===== src/htq_pkg.sv =====
// Shared constants and types for the host transmit queue path.
// Assumes a single 125 MHz clock and synchronous active-high reset on both ends.
package htq_pkg;
  localparam logic [8:0] REG_TX_CONTROL = 9'h170;
  localparam logic [8:0] REG_TX_FREE = 9'h178;
  localparam logic [8:0] REG_TXQ_COMMAND = 9'h180;
  localparam logic [8:0] REG_RXQ_CONTROL = 9'h182;
  localparam logic [8:0] REG_TX_DATA_PTR = 9'h184;
  localparam logic [8:0] REG_DATA_PORT = 9'h1A0;
  localparam logic [8:0] REG_IRQ_MASK = 9'h190;
  localparam logic [8:0] REG_IRQ_FLAGS = 9'h192;
  localparam logic [8:0] REG_NEXT_SPACE = 9'h19E;
  localparam int TXC_FLOW = 3;
  localparam int TXC_PAD = 2;
  localparam int TXC_CRC = 1;
  localparam int TXC_ENABLE = 0;
  localparam int TXC_CSUM_LO = 5;
  localparam int TXC_CSUM_HI = 8;
  localparam logic [15:0] TXC_WRITE_MASK = 16'h01EF;
  localparam int TQC_ENQUEUE = 0;
  localparam int TQC_SPACE_REQ = 1;
  localparam int RQC_DMA_START = 3;
  localparam int TDP_AUTO_INC = 14;
  localparam int IRQ_TX_DONE = 14;
  localparam int IRQ_TX_SPACE = 6;
  localparam logic [15:0] IRQ_CLEAR_ALL = 16'hFFFF;
  localparam int CW_COMPLETION_IRQ = 15;
  localparam int CW_TAG_HI = 5;
  localparam int LEN_HI = 10;
  localparam logic [12:0] TXQ_BYTES = 13'h1800;
  localparam int FIFO_DEPTH = 16;
  localparam int RX_DATA_MAX = 2000;
  localparam int TX_WORD_TIME_NS = 80;
  localparam int CLOCK_NS = 8;
  localparam int TX_WORD_CYCLES = (TX_WORD_TIME_NS + CLOCK_NS - 1) / CLOCK_NS;
  typedef enum logic [1:0] {HTQ_TX_IDLE, HTQ_TX_CTRL, HTQ_TX_LEN, HTQ_TX_DATA} htq_tx_state_t;
endpackage : htq_pkg


===== src/htq_bus_if.sv =====
// Generic 16-bit host bus between the host end and the device end.
// Assumes both ends share one clock; accesses complete in one cycle.
`timescale 1ns/1ns
`default_nettype none
interface htq_bus_if;
  logic [8:0] addr;
  logic wr;
  logic rd;
  logic [15:0] wdata;
  logic [15:0] rdata;
  logic big_endian;
  logic irq;
  modport device (input addr, wr, rd, wdata, big_endian, output rdata, irq);
  modport host (output addr, wr, rd, wdata, big_endian, input rdata, irq);
endinterface : htq_bus_if
`default_nettype wire


===== src/htq_fifo.sv =====
// Parameterised valid/ready FIFO used as the device's transmit queue store.
// Assumes single clock; full and empty are exact.
`timescale 1ns/1ns
`default_nettype none
module htq_fifo #(
  parameter int WIDTH = 16,
  parameter int DEPTH = 16
) (
  // Clock and reset
  input wire logic i_clock,
  input wire logic i_reset,
  // Fill side
  input wire logic i_valid,
  output logic o_ready,
  input wire logic [WIDTH-1:0] i_data,
  // Drain side
  output logic o_valid,
  input wire logic i_ready,
  output logic [WIDTH-1:0] o_data
);
  localparam int AW = $clog2(DEPTH);
  typedef struct packed {
    logic [AW-1:0] wp;
    logic [AW-1:0] rp;
    logic [AW:0] count;
  } htq_fifo_state_t;
  htq_fifo_state_t s;
  htq_fifo_state_t next_s;
  logic [WIDTH-1:0] mem [DEPTH];
  logic push;
  logic pop;
  assign o_ready = s.count != (AW+1)'(DEPTH);
  assign o_valid = s.count != '0;
  assign o_data = mem[s.rp];
  assign push = i_valid && o_ready;
  assign pop = o_valid && i_ready;
  always_comb
  begin
    next_s = s;
    if (push)
      next_s.wp = s.wp + 1'b1;
    if (pop)
      next_s.rp = s.rp + 1'b1;
    next_s.count = s.count + (AW+1)'(push) - (AW+1)'(pop);
  end
  always_ff @(posedge i_clock)
  begin
    if (i_reset)
      s <= '0;
    else
      s <= next_s;
    if (push)
      mem[s.wp] <= i_data;
  end
endmodule : htq_fifo
`default_nettype wire


===== src/htq_device.sv =====
// Device end: transmit registers, queue accounting and frame drain to the MAC side.
// Assumes the host end drives the bus interface on the same clock.
`timescale 1ns/1ns
`default_nettype none
// Behaviour
// - Control bits enable flow control and padding
// - Control bits enable CRC and transmitter
// - Control holds four checksum generation enables
// - Read-only register reports free queue bytes
// - Manual enqueue queues one prepared frame
// - Enqueue bit clears when frame transmitted
// - Host waits for enqueue clear before next
// - Space request raises space-available flag
// - Space request self-clears; host waits readback
// - DMA start bit opens queue data access
// - Auto-increment advances pointer per data access
// - Mask bit unmasks transmit-completion interrupt
// - Mask bit unmasks space-available interrupt
// - Writing ones clears interrupt flags
// - Host programs space request in dwords
// - Frame write order: control, length, data
// - Host pads data to dword boundary
// - Receive frame: status, length, then data
// - Receive data includes CRC bytes
// - Receive data area at most 2000 bytes
// - Big-endian mode swaps header word bytes
// - Control word: completion flag and frame tag
// - Length word low eleven bits, nonzero
module htq_device
  import htq_pkg::*;
(
  // Clock and reset
  input wire logic i_clock,
  input wire logic i_reset,
  // Host bus
  htq_bus_if.device bus,
  // Transmit side toward the MAC
  output logic o_tx_valid,
  output logic [15:0] o_tx_data,
  output logic o_tx_last,
  output logic [5:0] o_tx_tag,
  output logic [8:0] o_tx_options,
  // Receive header words offered to the host
  input wire logic [15:0] i_rx_status,
  input wire logic [10:0] i_rx_length,
  output logic [15:0] o_rx_status_word,
  output logic [15:0] o_rx_length_word,
  output logic o_rx_length_error
);
  import htq_pkg::*;
  typedef struct packed {
    logic [15:0] tx_control;
    logic enqueue;
    logic space_req;
    logic dma_start;
    logic auto_inc;
    logic [10:0] data_ptr;
    logic [15:0] irq_mask;
    logic [15:0] irq_flags;
    logic [15:0] space_request;
    logic [12:0] free_bytes;
    logic [12:0] frame_bytes;
    htq_tx_state_t tx_state;
    logic completion_irq_request;
    logic [5:0] tx_frame_tag;
    logic [10:0] words_left;
    logic [12:0] release_bytes;
    logic [3:0] pace;
    logic [15:0] rdata;
    logic irq;
    logic tx_valid;
    logic [15:0] tx_data;
    logic tx_last;
    logic [15:0] rx_status_word;
    logic [15:0] rx_length_word;
    logic rx_length_error;
  } htq_dev_state_t;
  htq_dev_state_t s;
  htq_dev_state_t next_s;
  logic data_wr;
  logic fifo_in_ready;
  logic fifo_out_valid;
  logic fifo_pop;
  logic [15:0] fifo_out;
  logic [12:0] dword_bytes;
  logic [15:0] flag_set;
  // Data writes are only accepted while the queue window is open and the FIFO can take them.
  assign data_wr = bus.wr && bus.addr == REG_DATA_PORT && s.dma_start && fifo_in_ready;
  assign fifo_pop = fifo_out_valid && s.enqueue && s.pace == '0;
  htq_fifo #(.WIDTH(16), .DEPTH(FIFO_DEPTH)) u_store (
    .i_clock(i_clock),
    .i_reset(i_reset),
    .i_valid(data_wr),
    .o_ready(fifo_in_ready),
    .i_data(bus.wdata),
    .o_valid(fifo_out_valid),
    .i_ready(fifo_pop),
    .o_data(fifo_out)
  );
  assign dword_bytes = {s.space_request[10:0], 2'b00};
  always_comb
  begin
    flag_set = 16'h0000;
    next_s = s;
    next_s.tx_valid = 1'b0;
    next_s.tx_last = 1'b0;
    next_s.pace = (s.pace == '0) ? 4'(TX_WORD_CYCLES - 1) : s.pace - 4'h1;
    if (data_wr)
    begin
      next_s.frame_bytes = s.frame_bytes + 13'h0002;
      if (s.auto_inc)
        next_s.data_ptr = s.data_ptr + 11'h002;
    end
    // Free space drops on each word written and returns when a frame leaves.
    next_s.free_bytes = s.free_bytes - (data_wr ? 13'h0002 : 13'h0000);
    if (fifo_pop)
    begin
      next_s.tx_valid = s.tx_state == HTQ_TX_DATA && s.tx_control[TXC_ENABLE];
      next_s.tx_data = fifo_out;
      unique case (s.tx_state)
        HTQ_TX_IDLE, HTQ_TX_CTRL:
        begin
          next_s.completion_irq_request = fifo_out[CW_COMPLETION_IRQ];
          next_s.tx_frame_tag = fifo_out[CW_TAG_HI:0];
          next_s.tx_state = HTQ_TX_LEN;
        end
        HTQ_TX_LEN:
        begin
          next_s.words_left = (fifo_out[LEN_HI:0] + 11'h003) >> 1;
          next_s.words_left[0] = 1'b0;
          next_s.release_bytes = s.frame_bytes;
          next_s.tx_state = HTQ_TX_DATA;
        end
        HTQ_TX_DATA:
        begin
          next_s.words_left = s.words_left - 11'h001;
          if (s.words_left <= 11'h001)
          begin
            next_s.tx_last = 1'b1;
            next_s.tx_state = HTQ_TX_IDLE;
            next_s.enqueue = 1'b0;
            next_s.frame_bytes = next_s.frame_bytes - s.release_bytes;
            next_s.free_bytes = next_s.free_bytes + s.release_bytes;
            if (s.completion_irq_request)
              flag_set[IRQ_TX_DONE] = 1'b1;
          end
        end
      endcase
    end
    if (s.space_req && s.free_bytes >= dword_bytes)
    begin
      next_s.space_req = 1'b0;
      flag_set[IRQ_TX_SPACE] = 1'b1;
    end
    next_s.rdata = 16'h0000;
    if (bus.rd)
    begin
      unique case (bus.addr)
        REG_TX_CONTROL: next_s.rdata = s.tx_control;
        REG_TX_FREE: next_s.rdata = {3'h0, s.free_bytes};
        REG_TXQ_COMMAND: next_s.rdata = {14'h0000, s.space_req, s.enqueue};
        REG_RXQ_CONTROL: next_s.rdata = 16'(s.dma_start) << RQC_DMA_START;
        REG_TX_DATA_PTR: next_s.rdata = {1'b0, s.auto_inc, 3'h0, s.data_ptr};
        REG_IRQ_MASK: next_s.rdata = s.irq_mask;
        REG_IRQ_FLAGS: next_s.rdata = s.irq_flags;
        REG_NEXT_SPACE: next_s.rdata = s.space_request;
        default: next_s.rdata = 16'h0000;
      endcase
    end
    if (bus.wr)
    begin
      unique case (bus.addr)
        REG_TX_CONTROL: next_s.tx_control = bus.wdata & TXC_WRITE_MASK;
        REG_TXQ_COMMAND:
        begin
          if (bus.wdata[TQC_ENQUEUE])
            next_s.enqueue = 1'b1;
          if (bus.wdata[TQC_SPACE_REQ])
            next_s.space_req = 1'b1;
        end
        REG_RXQ_CONTROL: next_s.dma_start = bus.wdata[RQC_DMA_START];
        REG_TX_DATA_PTR:
        begin
          next_s.auto_inc = bus.wdata[TDP_AUTO_INC];
          next_s.data_ptr = bus.wdata[10:0];
        end
        REG_IRQ_MASK: next_s.irq_mask = bus.wdata;
        REG_IRQ_FLAGS: next_s.irq_flags = s.irq_flags & ~bus.wdata;
        REG_NEXT_SPACE: next_s.space_request = bus.wdata;
        default: next_s.rdata = next_s.rdata;
      endcase
    end
    // A flag raised in this same cycle survives the clear, even one that was already pending.
    next_s.irq_flags = next_s.irq_flags | flag_set;
    next_s.irq = |(next_s.irq_flags & next_s.irq_mask
      & ((16'h0001 << IRQ_TX_DONE) | (16'h0001 << IRQ_TX_SPACE)));
    // Receive header words, byte-swapped when the bus runs big-endian.
    next_s.rx_status_word = bus.big_endian ? {i_rx_status[7:0], i_rx_status[15:8]} : i_rx_status;
    next_s.rx_length_word = bus.big_endian ? {i_rx_length[7:0], 5'h00, i_rx_length[10:8]}
      : {5'h00, i_rx_length};
    // Length includes CRC, so the limit applies to the full stored data.
    next_s.rx_length_error = i_rx_length > 11'(RX_DATA_MAX);
  end
  always_ff @(posedge i_clock)
  begin
    if (i_reset)
    begin
      s <= '0;
      s.free_bytes <= TXQ_BYTES;
      s.tx_state <= HTQ_TX_IDLE;
    end
    else
      s <= next_s;
  end
  assign bus.rdata = s.rdata;
  assign bus.irq = s.irq;
  assign o_tx_valid = s.tx_valid;
  assign o_tx_data = s.tx_data;
  assign o_tx_last = s.tx_last;
  assign o_tx_tag = s.tx_frame_tag;
  assign o_tx_options = s.tx_control[TXC_CSUM_HI:0];
  assign o_rx_status_word = s.rx_status_word;
  assign o_rx_length_word = s.rx_length_word;
  assign o_rx_length_error = s.rx_length_error;
endmodule : htq_device
`default_nettype wire


===== src/flat_wrapper.sv =====
// flat-port wrapper written by rule: the top's interface ports become plain ports
module htq_device_flat import htq_pkg::*;
  (i_clock, i_reset, o_tx_valid, o_tx_data, o_tx_last, o_tx_tag, o_tx_options, i_rx_status, i_rx_length, o_rx_status_word, o_rx_length_word, o_rx_length_error, bus_addr, bus_wr, bus_rd, bus_wdata, bus_big_endian, bus_rdata, bus_irq);
  htq_bus_if bus_i ();
  input wire logic i_clock;
  input wire logic i_reset;
  output logic o_tx_valid;
  output logic [15:0] o_tx_data;
  output logic o_tx_last;
  output logic [5:0] o_tx_tag;
  output logic [8:0] o_tx_options;
  input wire logic [15:0] i_rx_status;
  input wire logic [10:0] i_rx_length;
  output logic [15:0] o_rx_status_word;
  output logic [15:0] o_rx_length_word;
  output logic o_rx_length_error;
  input wire logic [$bits(bus_i.addr)-1:0] bus_addr;
  input wire logic [$bits(bus_i.wr)-1:0] bus_wr;
  input wire logic [$bits(bus_i.rd)-1:0] bus_rd;
  input wire logic [$bits(bus_i.wdata)-1:0] bus_wdata;
  input wire logic [$bits(bus_i.big_endian)-1:0] bus_big_endian;
  output wire logic [$bits(bus_i.rdata)-1:0] bus_rdata;
  output wire logic [$bits(bus_i.irq)-1:0] bus_irq;
  assign bus_i.addr = bus_addr;
  assign bus_i.wr = bus_wr;
  assign bus_i.rd = bus_rd;
  assign bus_i.wdata = bus_wdata;
  assign bus_i.big_endian = bus_big_endian;
  assign bus_rdata = bus_i.rdata;
  assign bus_irq = bus_i.irq;
  htq_device u_core (.i_clock(i_clock), .i_reset(i_reset), .bus(bus_i), .o_tx_valid(o_tx_valid), .o_tx_data(o_tx_data), .o_tx_last(o_tx_last), .o_tx_tag(o_tx_tag), .o_tx_options(o_tx_options), .i_rx_status(i_rx_status), .i_rx_length(i_rx_length), .o_rx_status_word(o_rx_status_word), .o_rx_length_word(o_rx_length_word), .o_rx_length_error(o_rx_length_error));
endmodule

===== config.mk =====
export PLATFORM = sky130hd
export DESIGN_NAME = htq_device_flat
export DESIGN_NICKNAME = d
export VERILOG_FILES = /design/src/htq_pkg.sv /design/src/htq_bus_if.sv /design/src/htq_fifo.sv /design/src/htq_device.sv /design/src/flat_wrapper.sv
export SDC_FILE = /design/constraint.sdc
export NUM_CORES = 1
export LEC_CHECK = 0
export ABC_AREA = 1
export BUFFER_PORTS_ARGS = -buffer_cell sky130_fd_sc_hd__buf_2
export CAP_MARGIN = 30
export CORE_UTILIZATION = 45
export CTS_CLUSTER_SIZE = 20
export DETAILED_ROUTE_END_ITERATION = 10
export GPL_TIMING_DRIVEN = 0
export PLACE_DENSITY = 0.66
export SYNTH_ARGS = -nofsm -noshare
export SYNTH_HDL_FRONTEND = slang
export SYNTH_SLANG_ARGS = --single-unit

===== constraint.sdc =====
create_clock -name i_clock -period 7.6 [get_ports i_clock]
set_input_delay 1.14 -clock i_clock [delete_from_list [all_inputs] [get_ports i_clock]]
set_output_delay 1.14 -clock i_clock [all_outputs]
set_load 0.02 [all_outputs]

-- Word-level counts from Yosys, hierarchy flattened
Memory sizes are Yosys's and may differ from the RTL's. A register that Yosys moved wholly into a read port is not among the register bits.
Index checks and enable logic that the tools add are counted.
- register bits: 215
- RAM bits: 256
- memories: 1
- add/sub/neg operators: 12
- order comparisons: 3
- equality and inequality tests: 14
- mux-type cells: 38
- bitwise gates (word level): 8
- reduce and logical (&&, ||, !) cells: 29
- memory list (name ; depth ; width ; read ports ; clocked after Yosys merged registers in ; wr ports ; line ; RTL):
    u_core.u_store.mem ; 16 ; 16 ; 1 ; 1 ; 1 ; htq_fifo.sv:29 ; logic [WIDTH-1:0] mem [DEPTH];
- operators by type and width (cell ; count):
    16-bit one-hot mux with 8 select lines ; 1
    9-bit equality test (second input constant) ; 9
    16-bit two-way mux ; 4
    63-bit two-way mux ; 1
    59-bit two-way mux ; 1
    11-bit two-way mux ; 3
    28-bit two-way mux ; 1
    13-bit two-way mux ; 2
    26-bit two-way mux ; 1
    13-bit subtractor ; 2
    11-bit by 2-bit adder with 11-bit output (second input constant) ; 2
    11-bit one-hot mux with 2 select lines ; 1
    16-bit AND ; 1
    16-bit inverter ; 1
    16-bit by 15-bit bitwise OR with 16-bit output ; 1
    2-bit AND reduction ; 8
    15-bit AND ; 1
    1-bit two-way mux ; 15
    2-bit OR reduction ; 7
    13-bit adder ; 1
    13-bit by 2-bit adder with 13-bit output (second input constant) ; 1
    13-bit >= comparator ; 1
    12-bit two-way mux ; 1
    4-bit two-way mux ; 3
    other kinds (21) ; 35

-- Longest topological paths before layout
Gate-level depths: netlist (run 1).
- depth after elaboration: 10
- gate-level depth with buffers: 25

-- Hierarchy
A second synthesis (run 1) with hierarchy kept.
- cell total of the unflattened synthesis: 2712
- area, all modules: 22998.3 um2
- by module, submodules not included (module ; instances ; cells an instance ; area each (um2) ; sequential area each (um2)):
    htq_fifo ; 1 ; 1166 ; 11935.2 ; 8027.7
    htq_device ; 1 ; 1546 ; 11063.1 ; 4043.9

-- Worst setup path after synthesis (run 1)
OpenSTA, ideal clock, no wires.
- path kind: input-to-reg
- start point: input port bus_wr
- end point: register u_core.s[130] in the netlist's numbering
- library setup time: 0.124 ns
- arrival: 4.067 ns
- required time: 7.476 ns
- slack: 3.409 ns
- cell stages on the path: 22
- cell sequence: buf_2 > inv_1 > nor4_1 > nand3_1 > inv_1 > ha_1 > ha_1 > nand2_1 > nor3_1 > nand3_1 > nor3_1 > xor2_1 > ha_1 > nand2_1 > nor2_1 > nand3_1 > o2111ai_1 > nand2_1 > nand2_1 > nor2_1 > a21oi_1 > o21ai_0
- cells in the longest elaborated chain, start to end: 9
- ends and longest elaborated chain (item ; line ; RTL):
    start: declaration ; flat_wrapper.sv:18 ; input wire logic [$bits(bus_i.wr)-1:0] bus_wr;
    1-bit logical AND (*) (3 in series) ; htq_device.sv:88 ; assign data_wr = bus.wr && bus.addr == REG_DATA_PORT && s.dma_start && fifo_in_ready;
    2-bit two-way mux (*) ; htq_device.sv:115 ; next_s.free_bytes = s.free_bytes - (data_wr ? 13'h0002 : 13'h0000);
    13-bit subtractor (*) ; htq_device.sv:115 ;
    13-bit adder ; htq_device.sv:143 ; next_s.free_bytes = next_s.free_bytes + s.release_bytes;
    28-bit two-way mux ; htq_device.sv:137 ; if (s.words_left <= 11'h001)
    26-bit two-way mux ; htq_device.sv:120 ; unique case (s.tx_state)
    59-bit two-way mux (*) ; htq_device.sv:116 ; if (fifo_pop)
    end signal: assignment ; htq_device.sv:213 ; s <= next_s;
    end: declaration ; htq_device.sv:78 ; htq_dev_state_t s;
Every way passes the cells marked *; elsewhere a longest branch is shown, timed or not. The select of a mux whose other input is x is not followed.
A chain may end at the register's enable or synchronous reset.

-- Final worst setup path (run 1)
Same ends and word-level chain as after synthesis.

==> results.py, run 1 <==
metrics = {
    "synth": {
        "ys_ff_latch": 475,
        "synth.net_count": 2514,
        "yosysSeqAreaShare": 0.551,
        "async_reset_ff_frac": 0,
        "syn_avg_cell_area_um2": 9.13,
        "synth_warnings": 0,
        "synth_ff_type": "edfxtp_1",
        "synth_area_mm2": 0.0219,
        "synthCells": 2401,
        "synth_edf_count": 256,
        "ys_types": 56,
    },
    "finish": {
        "final_cells": 3264,
        "area_growth_syn_to_layout_pct": 16.4,
        "final_core_util": 0.532,
        "drive_gt1_frac": 0.160,
        "fillers": 4244,
        "nets": 2720,
        "layout_commonest_cell": "nand2_1",
        "layout_common_cells": "nand2_1 (390), inv_1 (312), edfxtp_1 (256)",
    },
    "sta": {
        "setup_viol": 0,
        "finalHoldWorstSlack_ns": 0.440,
        "rsz0062_at_grt": "no",
        "slew_headroom": 0.387,
        "setup_tns_ns": 0,
        "tightest_slew_ns": 0.920,
        "maxSlewViolCount": 0,
        "setup_ws_ns": 3.17,
        "min_period_over_period": 0.583,
        "hold_viol": 0,
        "fin_worst_skew_ns": 0.0244,
        "fin_crit_ns": 4.43,
        "fmax_mhz": 226,
    },
    "floorplanning": {
        "die_w_um": 223,
        "die_area_mm2": 0.0496,
        "coreArea_mm2": 0.0479,
        "io_pins": 140,
        "rows": 80,
        "start_util": 0.457,
        "die_h_um": 223,
    },
    "job": {
        "cap_violations": 0,
    },
    "clocking": {
        "cts.htree.levels": 2,
        "cts_sinks": 475,
        "cts_root_buffer": "clkbuf_16",
        "clock_latency_ns": 0.62,
        "cts_inserted_buffers": 51,
        "post_cts_resized": 0,
        "cts_tree": "built",
        "postCtsSetupRepairBufs": 0,
        "cts_max_path_buffers": 3,
        "path_clk_slew_ns": 0.06,
        "cts_hold_buf": 0,
    },
    "grt": {
        "antenna_found_initial": 1,
        "grt_max_degree": 23,
        "grt_first_pass_wirelength_um": 97600,
        "grt_overflow_total": 0,
        "first_global_vias": 17000,
        "grtUsageTotal": 0.257,
    },
    "detailed_routing": {
        "vias_per_cell": 5.44,
        "vias": 17700,
        "detail-route-antenna-nets": 0,
        "route.detailed.drc": 0,
        "drt_iter0_drc": 1479,
        "drt_wl_total_um": 64600,
        "first_pass_iters": 5,
        "wl_per_cell_um": 19.8,
    },
    "power_and_ir_drop": {
        "pwr-share-clk": 0.473,
        "share_comb_of_total_power": 0.031,
        "power_switching_mw": 1.18,
        "ir_drop_uv": 140,
        "seq_power_share": 0.496,
        "p_int_mw": 4.31,
        "power.leakage_nw": 10.8,
        "power_density_mw_per_mm2": 215,
        "switching_share": 0.215,
    },
    "worst_hold_path": {
        "hp-class": "reg -> reg",
        "hold_depth": 2,
    },
    "placed_design": {
        "dp_hpwl_um": 45600,
        "portBuffers": 137,
        "dpl.cell_count": 3169,
        "dp_slack_ns": 2.55,
        "gp_congestion": 0.973,
    },
    "setup_path": {
        "r2r_slack_ns": 3.55,
        "cp_max_fo": 8,
        "cp-end-kind": "register",
        "cp_data_arrival_time_ns": 4.93,
        "regToRegStartpoint": "u_core.u_store.s[2]",
        "cp_data_required_time_ns": 8.09,
        "timing.rr.end": "u_core.s[130]",
        "rr_worst_depth": 22,
        "cp-start-kind": "primary input",
        "crit_type": "in -> reg",
    },
    "outcome": {
        "outcome": "finished, final reports clean",
    },
}
Yosys cell counts, types with 6 or more instances:
master,count,share of area
nor3_1,30,0.0068
ha_1,53,0.030
a21oi_1,138,0.032
o221ai_1,20,0.0080
a211oi_1,17,0.0058
o21ai_1,13,0.0030
inv_1,312,0.053
buf_6,14,0.0072
clkbuf_1,47,0.0080
nor2_1,188,0.032
buf_2,26,0.0059
o211ai_1,24,0.0082
nand2_2,6,0.0017
inv_2,13,0.0022
o21ai_0,183,0.042
nor2_2,7,0.0020
o21bai_1,14,0.0048
nand2_1,390,0.067
a31oi_1,11,0.0031
xnor2_1,10,0.0040
o22ai_1,50,0.014
dfxtp_1,219,0.20
edfxtp_1,256,0.35
xor2_1,34,0.014
nand3_1,162,0.037
nand4_1,21,0.0060
buf_4,89,0.030
registers in the layout, summed over array words and instances (netlist names), named ones only:
register and cells:
u_core.u_store.mem 256, u_core.s 83, u_core.bus.rdata 16, u_core.o_rx_length_word 16
u_core.o_rx_status_word 16, u_core.o_tx_data 16, u_core.u_store.s 13, u_core.dword_bytes 11
u_core.o_tx_options 8, u_core.o_tx_tag 6, u_core.bus.irq 1, u_core.o_rx_length_error 1
u_core.o_tx_last 1, u_core.o_tx_valid 1
worst max-delay path by stage:
stage / start / endpoint / slack [ns] / depth (start not counted)
after floorplan: bus_wr / u_core.s[130] / 3.41 / 22
final: bus_wr / u_core.s[130] / 3.17 / 22
after global routing: bus_addr[1] / u_core.s[130] / 2.75 / 25
after global placement: bus_wr / u_core.s[130] / 2.55 / 22
after detailed placement: bus_wr / u_core.s[130] / 2.55 / 22
after CTS: bus_wr / u_core.s[130] / 3.18 / 22
worst max-delay path, stage by stage:
cell and delay [ns]:
buf_2 0.19, inv_1 0.17, nor4_1 0.29, nand3_1 0.29
inv_1 0.31, ha_1 0.23, ha_1 0.19, nand2_1 0.09
nor3_1 0.25, nand3_1 0.18, nor3_1 0.20, xor2_1 0.12
ha_1 0.35, nand2_1 0.08, nor2_1 0.14, nand3_1 0.11
o2111ai_1 0.16, nand2_1 0.08, nand2_1 0.07, nor2_1 0.05
a21oi_1 0.12, o21ai_0 0.09
power by group through the flow:
stage	Clock [mW]	Sequential, mW	Combinational, mW
2_1_floorplan	0	2.78	0.0855
3_3_place_gp	0	2.78	0.163
3_5_place_dp	0	2.78	0.168
4_1_cts	2.64	2.73	0.169
5_1_grt	2.73	2.73	0.185
6_report	2.60	2.73	0.170
area by class of cell:
class	instances	area, µm²	share of cell area
Clock buffer	72	1490	0.0584
Multi-Input combinational cell	1418	7510	0.294
Sequential cell	475	12100	0.473
Tap cell	615	769	0.0301
Antenna cell	1	2.50	0.0000980
Timing Repair Buffer	153	1030	0.0404
Inverter	328	1240	0.0484
Clock inverter	22	264	0.0103
Buffer	180	1150	0.0449
layer usage:
layer | vias to the layer above | wire length (µm) | global-route usage
met4 | 0 | 2930 | 0.125
met3 | 144 | 4230 | 0.0321
met1 | 8480 | 26900 | 0.330
li1 | 8429 | - | -
met2 | 690 | 30500 | 0.428
met5 | - | 0 | 0
through the flow:
step / cell area [µm²] / total power [mW]
floorplan: 21900 / 2.87
global placement: 23400 / 2.94
detailed placement: 23800 / 2.95
CTS: 25500 / 5.53
global route: 25500 / 5.65
finish: 25500 / 5.49
logic make-up after synthesis:
group / count (synthesis) / share of synthesized area
xor gates and xnor gates: 44 / 0.0176
AOI/OAI and AO/OA: 491 / 0.129
other: 1 / 0.000171
adders and majority gates: 56 / 0.0330
and+or+nand+nor: 826 / 0.161
DFF: 475 / 0.551
buffers and inverters: 508 / 0.109
Note: power is estimated with default switching activity, not from simulation.
==> run 2, diff against run 1 <==
==> constraint.sdc (replaced) <==
create_clock -name i_clock -period 4.1 [get_ports i_clock]
set_input_delay 0.615 -clock i_clock [delete_from_list [all_inputs] [get_ports i_clock]]
set_output_delay 0.615 -clock i_clock [all_outputs]
set_load 0.02 [all_outputs]
==> results.py, run 2 (synthesized netlist as in run 1, its figures left out) <==
metrics = {
    "setup_path": {
        "cp-end-kind": "register",
        "cp-start-kind": "register",
        "cp_data_arrival_time_ns": 4.14,
        "cp_data_required_time_ns": 4.59,
        "crit_type": "reg -> reg",
        "cp_cell_sequence": "inv_1, ha_1, nand4_1, nand3_4, inv_4, ha_1, ha_1, nand2_1, nor3_2, nand3_1, nor3_1, xor2_1, ha_1, nand2_1, nor2_1, nand3_1, o2111ai_1, nand2_1, nand2_1, nor2_1, a21oi_1, o21ai_0",
        "max_stage_delay_ns": 0.34,
        "cp_max_fo": 7,
        "crit_slowest_cell": "ha_1",
    },
    "detailed_routing": {
        "detail-route-antenna-nets": 0,
        "wl_per_cell_um": 19.8,
        "vias": 17800,
        "drt_wl_total_um": 64500,
        "m1WireLength_um": 27000,
        "highest_layer": "met4",
        "first_pass_iters": 5,
        "wl_met3_um": 4030,
        "vias_per_cell": 5.44,
        "met2_length_um": 30500,
        "drt_iter0_drc": 1581,
        "route.detailed.drc": 0,
    },
    "sta": {
        "tightest_slew_ns": 0.958,
        "hold_viol": 0,
        "min_period_over_period": 0.888,
        "maxSlewViolCount": 0,
        "fin_crit_ns": 3.64,
        "fin_worst_skew_ns": 0.0270,
        "slew_headroom": 0.362,
        "setup_viol": 0,
        "fmax_mhz": 275,
        "finalHoldWorstSlack_ns": 0.257,
        "rsz0062_at_grt": "no",
    },
    "placed_design": {
        "gp_congestion": 0.973,
        "portBuffers": 137,
        "dp_hpwl_um": 45600,
        "dpl.cell_count": 3169,
    },
    "power_and_ir_drop": {
        "ir_drop_uv": 262,
        "power_density_mw_per_mm2": 399,
        "power.leakage_nw": 10.8,
    },
    "clocking": {
        "cts_inserted_buffers": 51,
        "cts.htree.levels": 2,
        "cts_root_buffer": "clkbuf_16",
        "cts_sinks": 475,
        "cts_hold_buf": 0,
        "cts_max_path_buffers": 3,
        "cts_tree": "built",
        "path_clk_slew_ns": 0.06,
        "clock_latency_ns": 0.62,
    },
    "finish": {
        "final_cells": 3263,
        "layout_common_cells": "nand2_1 (390), inv_1 (311), edfxtp_1 (256)",
        "final_core_util": 0.533,
        "largest-register": "u_core.u_store.mem",
        "multiInputGateArea_mm2": 0.00754,
        "fillers": 4241,
        "nets": 2720,
        "layout_commonest_cell": "nand2_1",
        "drive_gt1_frac": 0.162,
        "area_growth_syn_to_layout_pct": 16.5,
        "largest_reg_flops": 256,
        "reg.largest.list": "u_core.u_store.mem: 256 flops, u_core.s: 83 flops",
        "final-seq-area_mm2": 0.0121,
        "num_antenna_cells": 0,
    },
    "floorplanning": {
        "start_util": 0.457,
        "coreArea_mm2": 0.0479,
        "io_pins": 140,
        "die_area_mm2": 0.0496,
        "rows": 80,
        "die_h_um": 223,
        "die_w_um": 223,
    },
    "grt": {
        "antenna_found_initial": 1,
        "grtUsageTotal": 0.257,
        "grt_first_pass_wirelength_um": 97600,
        "first_global_vias": 17000,
        "grt_max_degree": 23,
        "grt_overflow_total": 0,
    },
    "job": {
        "cap_violations": 0,
    },
    "worst_hold_path": {
        "hp-class": "in -> reg",
    },
    "outcome": {
        "outcome": "finished, final reports clean",
    },
}
## run 2: cell count changes in the layout (fill, tap and decap cells not counted), sizes merged
cell,change
diode,-1
## run 2: metal layers
layer | track usage | vias up
li1 | - | 8427
met1 | 0.330 | 8471
met2 | 0.428 | 712
met3 | 0.0321 | 140
met4 | 0.125 | 0
met5 | 0 | -
## run 2: power by group
group	switching, mW	internal, mW
Clock	1.96	2.86
Combinational	0.219	0.0957
Sequential	0.0153	5.04
## run 2: worst paths after layout
path | slack, ns | startpoint | depth (start not counted) | endpoint
max | 0.46 | u_core.u_store.s[2] | 22 | u_core.s[130]
max reg2reg | 0.46 | u_core.u_store.s[2] | 22 | u_core.s[130]
min reg2reg | 0.44 | register | 2 | register
min | 0.26 | i_rx_length[6] | 3 | u_core.o_rx_length_word[6]
## run 2: repair_timing
| item | CTS | global route |
|---|---|---|
| endpoints found under the setup margin | 0 | 3 |
| buffers inserted | 0 | 0 |
| resized for setup | 0 | 6 |
## run 2: layout make-up
class,instances,area share
Multi-Input combinational cell,1418,0.295
Clock buffer,72,0.0584
Clock inverter,22,0.0103
Tap cell,615,0.0301
Sequential cell,475,0.472
Buffer,180,0.0449
Inverter,328,0.0485
Timing Repair Buffer,153,0.0403
## run 2: critical path, delay by kind of cell, from the launching register on
family,cells,cell delay (ns)
fa+ha+maj,4,0.92
xor+xnor,1,0.12
flops,1,0.33
compound gates,3,0.38
simple gates,12,1.54
buf+inv,2,0.21
## run 2: stage by stage
stage	total power [mW]	TNS [ns]	setup slack (ns)	area (µm²)
after floorplan	5.31	0	0.434	21900
after global placement	5.45	-9.63	-0.427	23400
after detailed placement	5.47	-0.839	-0.421	23800
after CTS	10.3	0	0.0339	25500
after global routing	10.5	0	0.0362	25600
final	10.2	0	0.459	25600
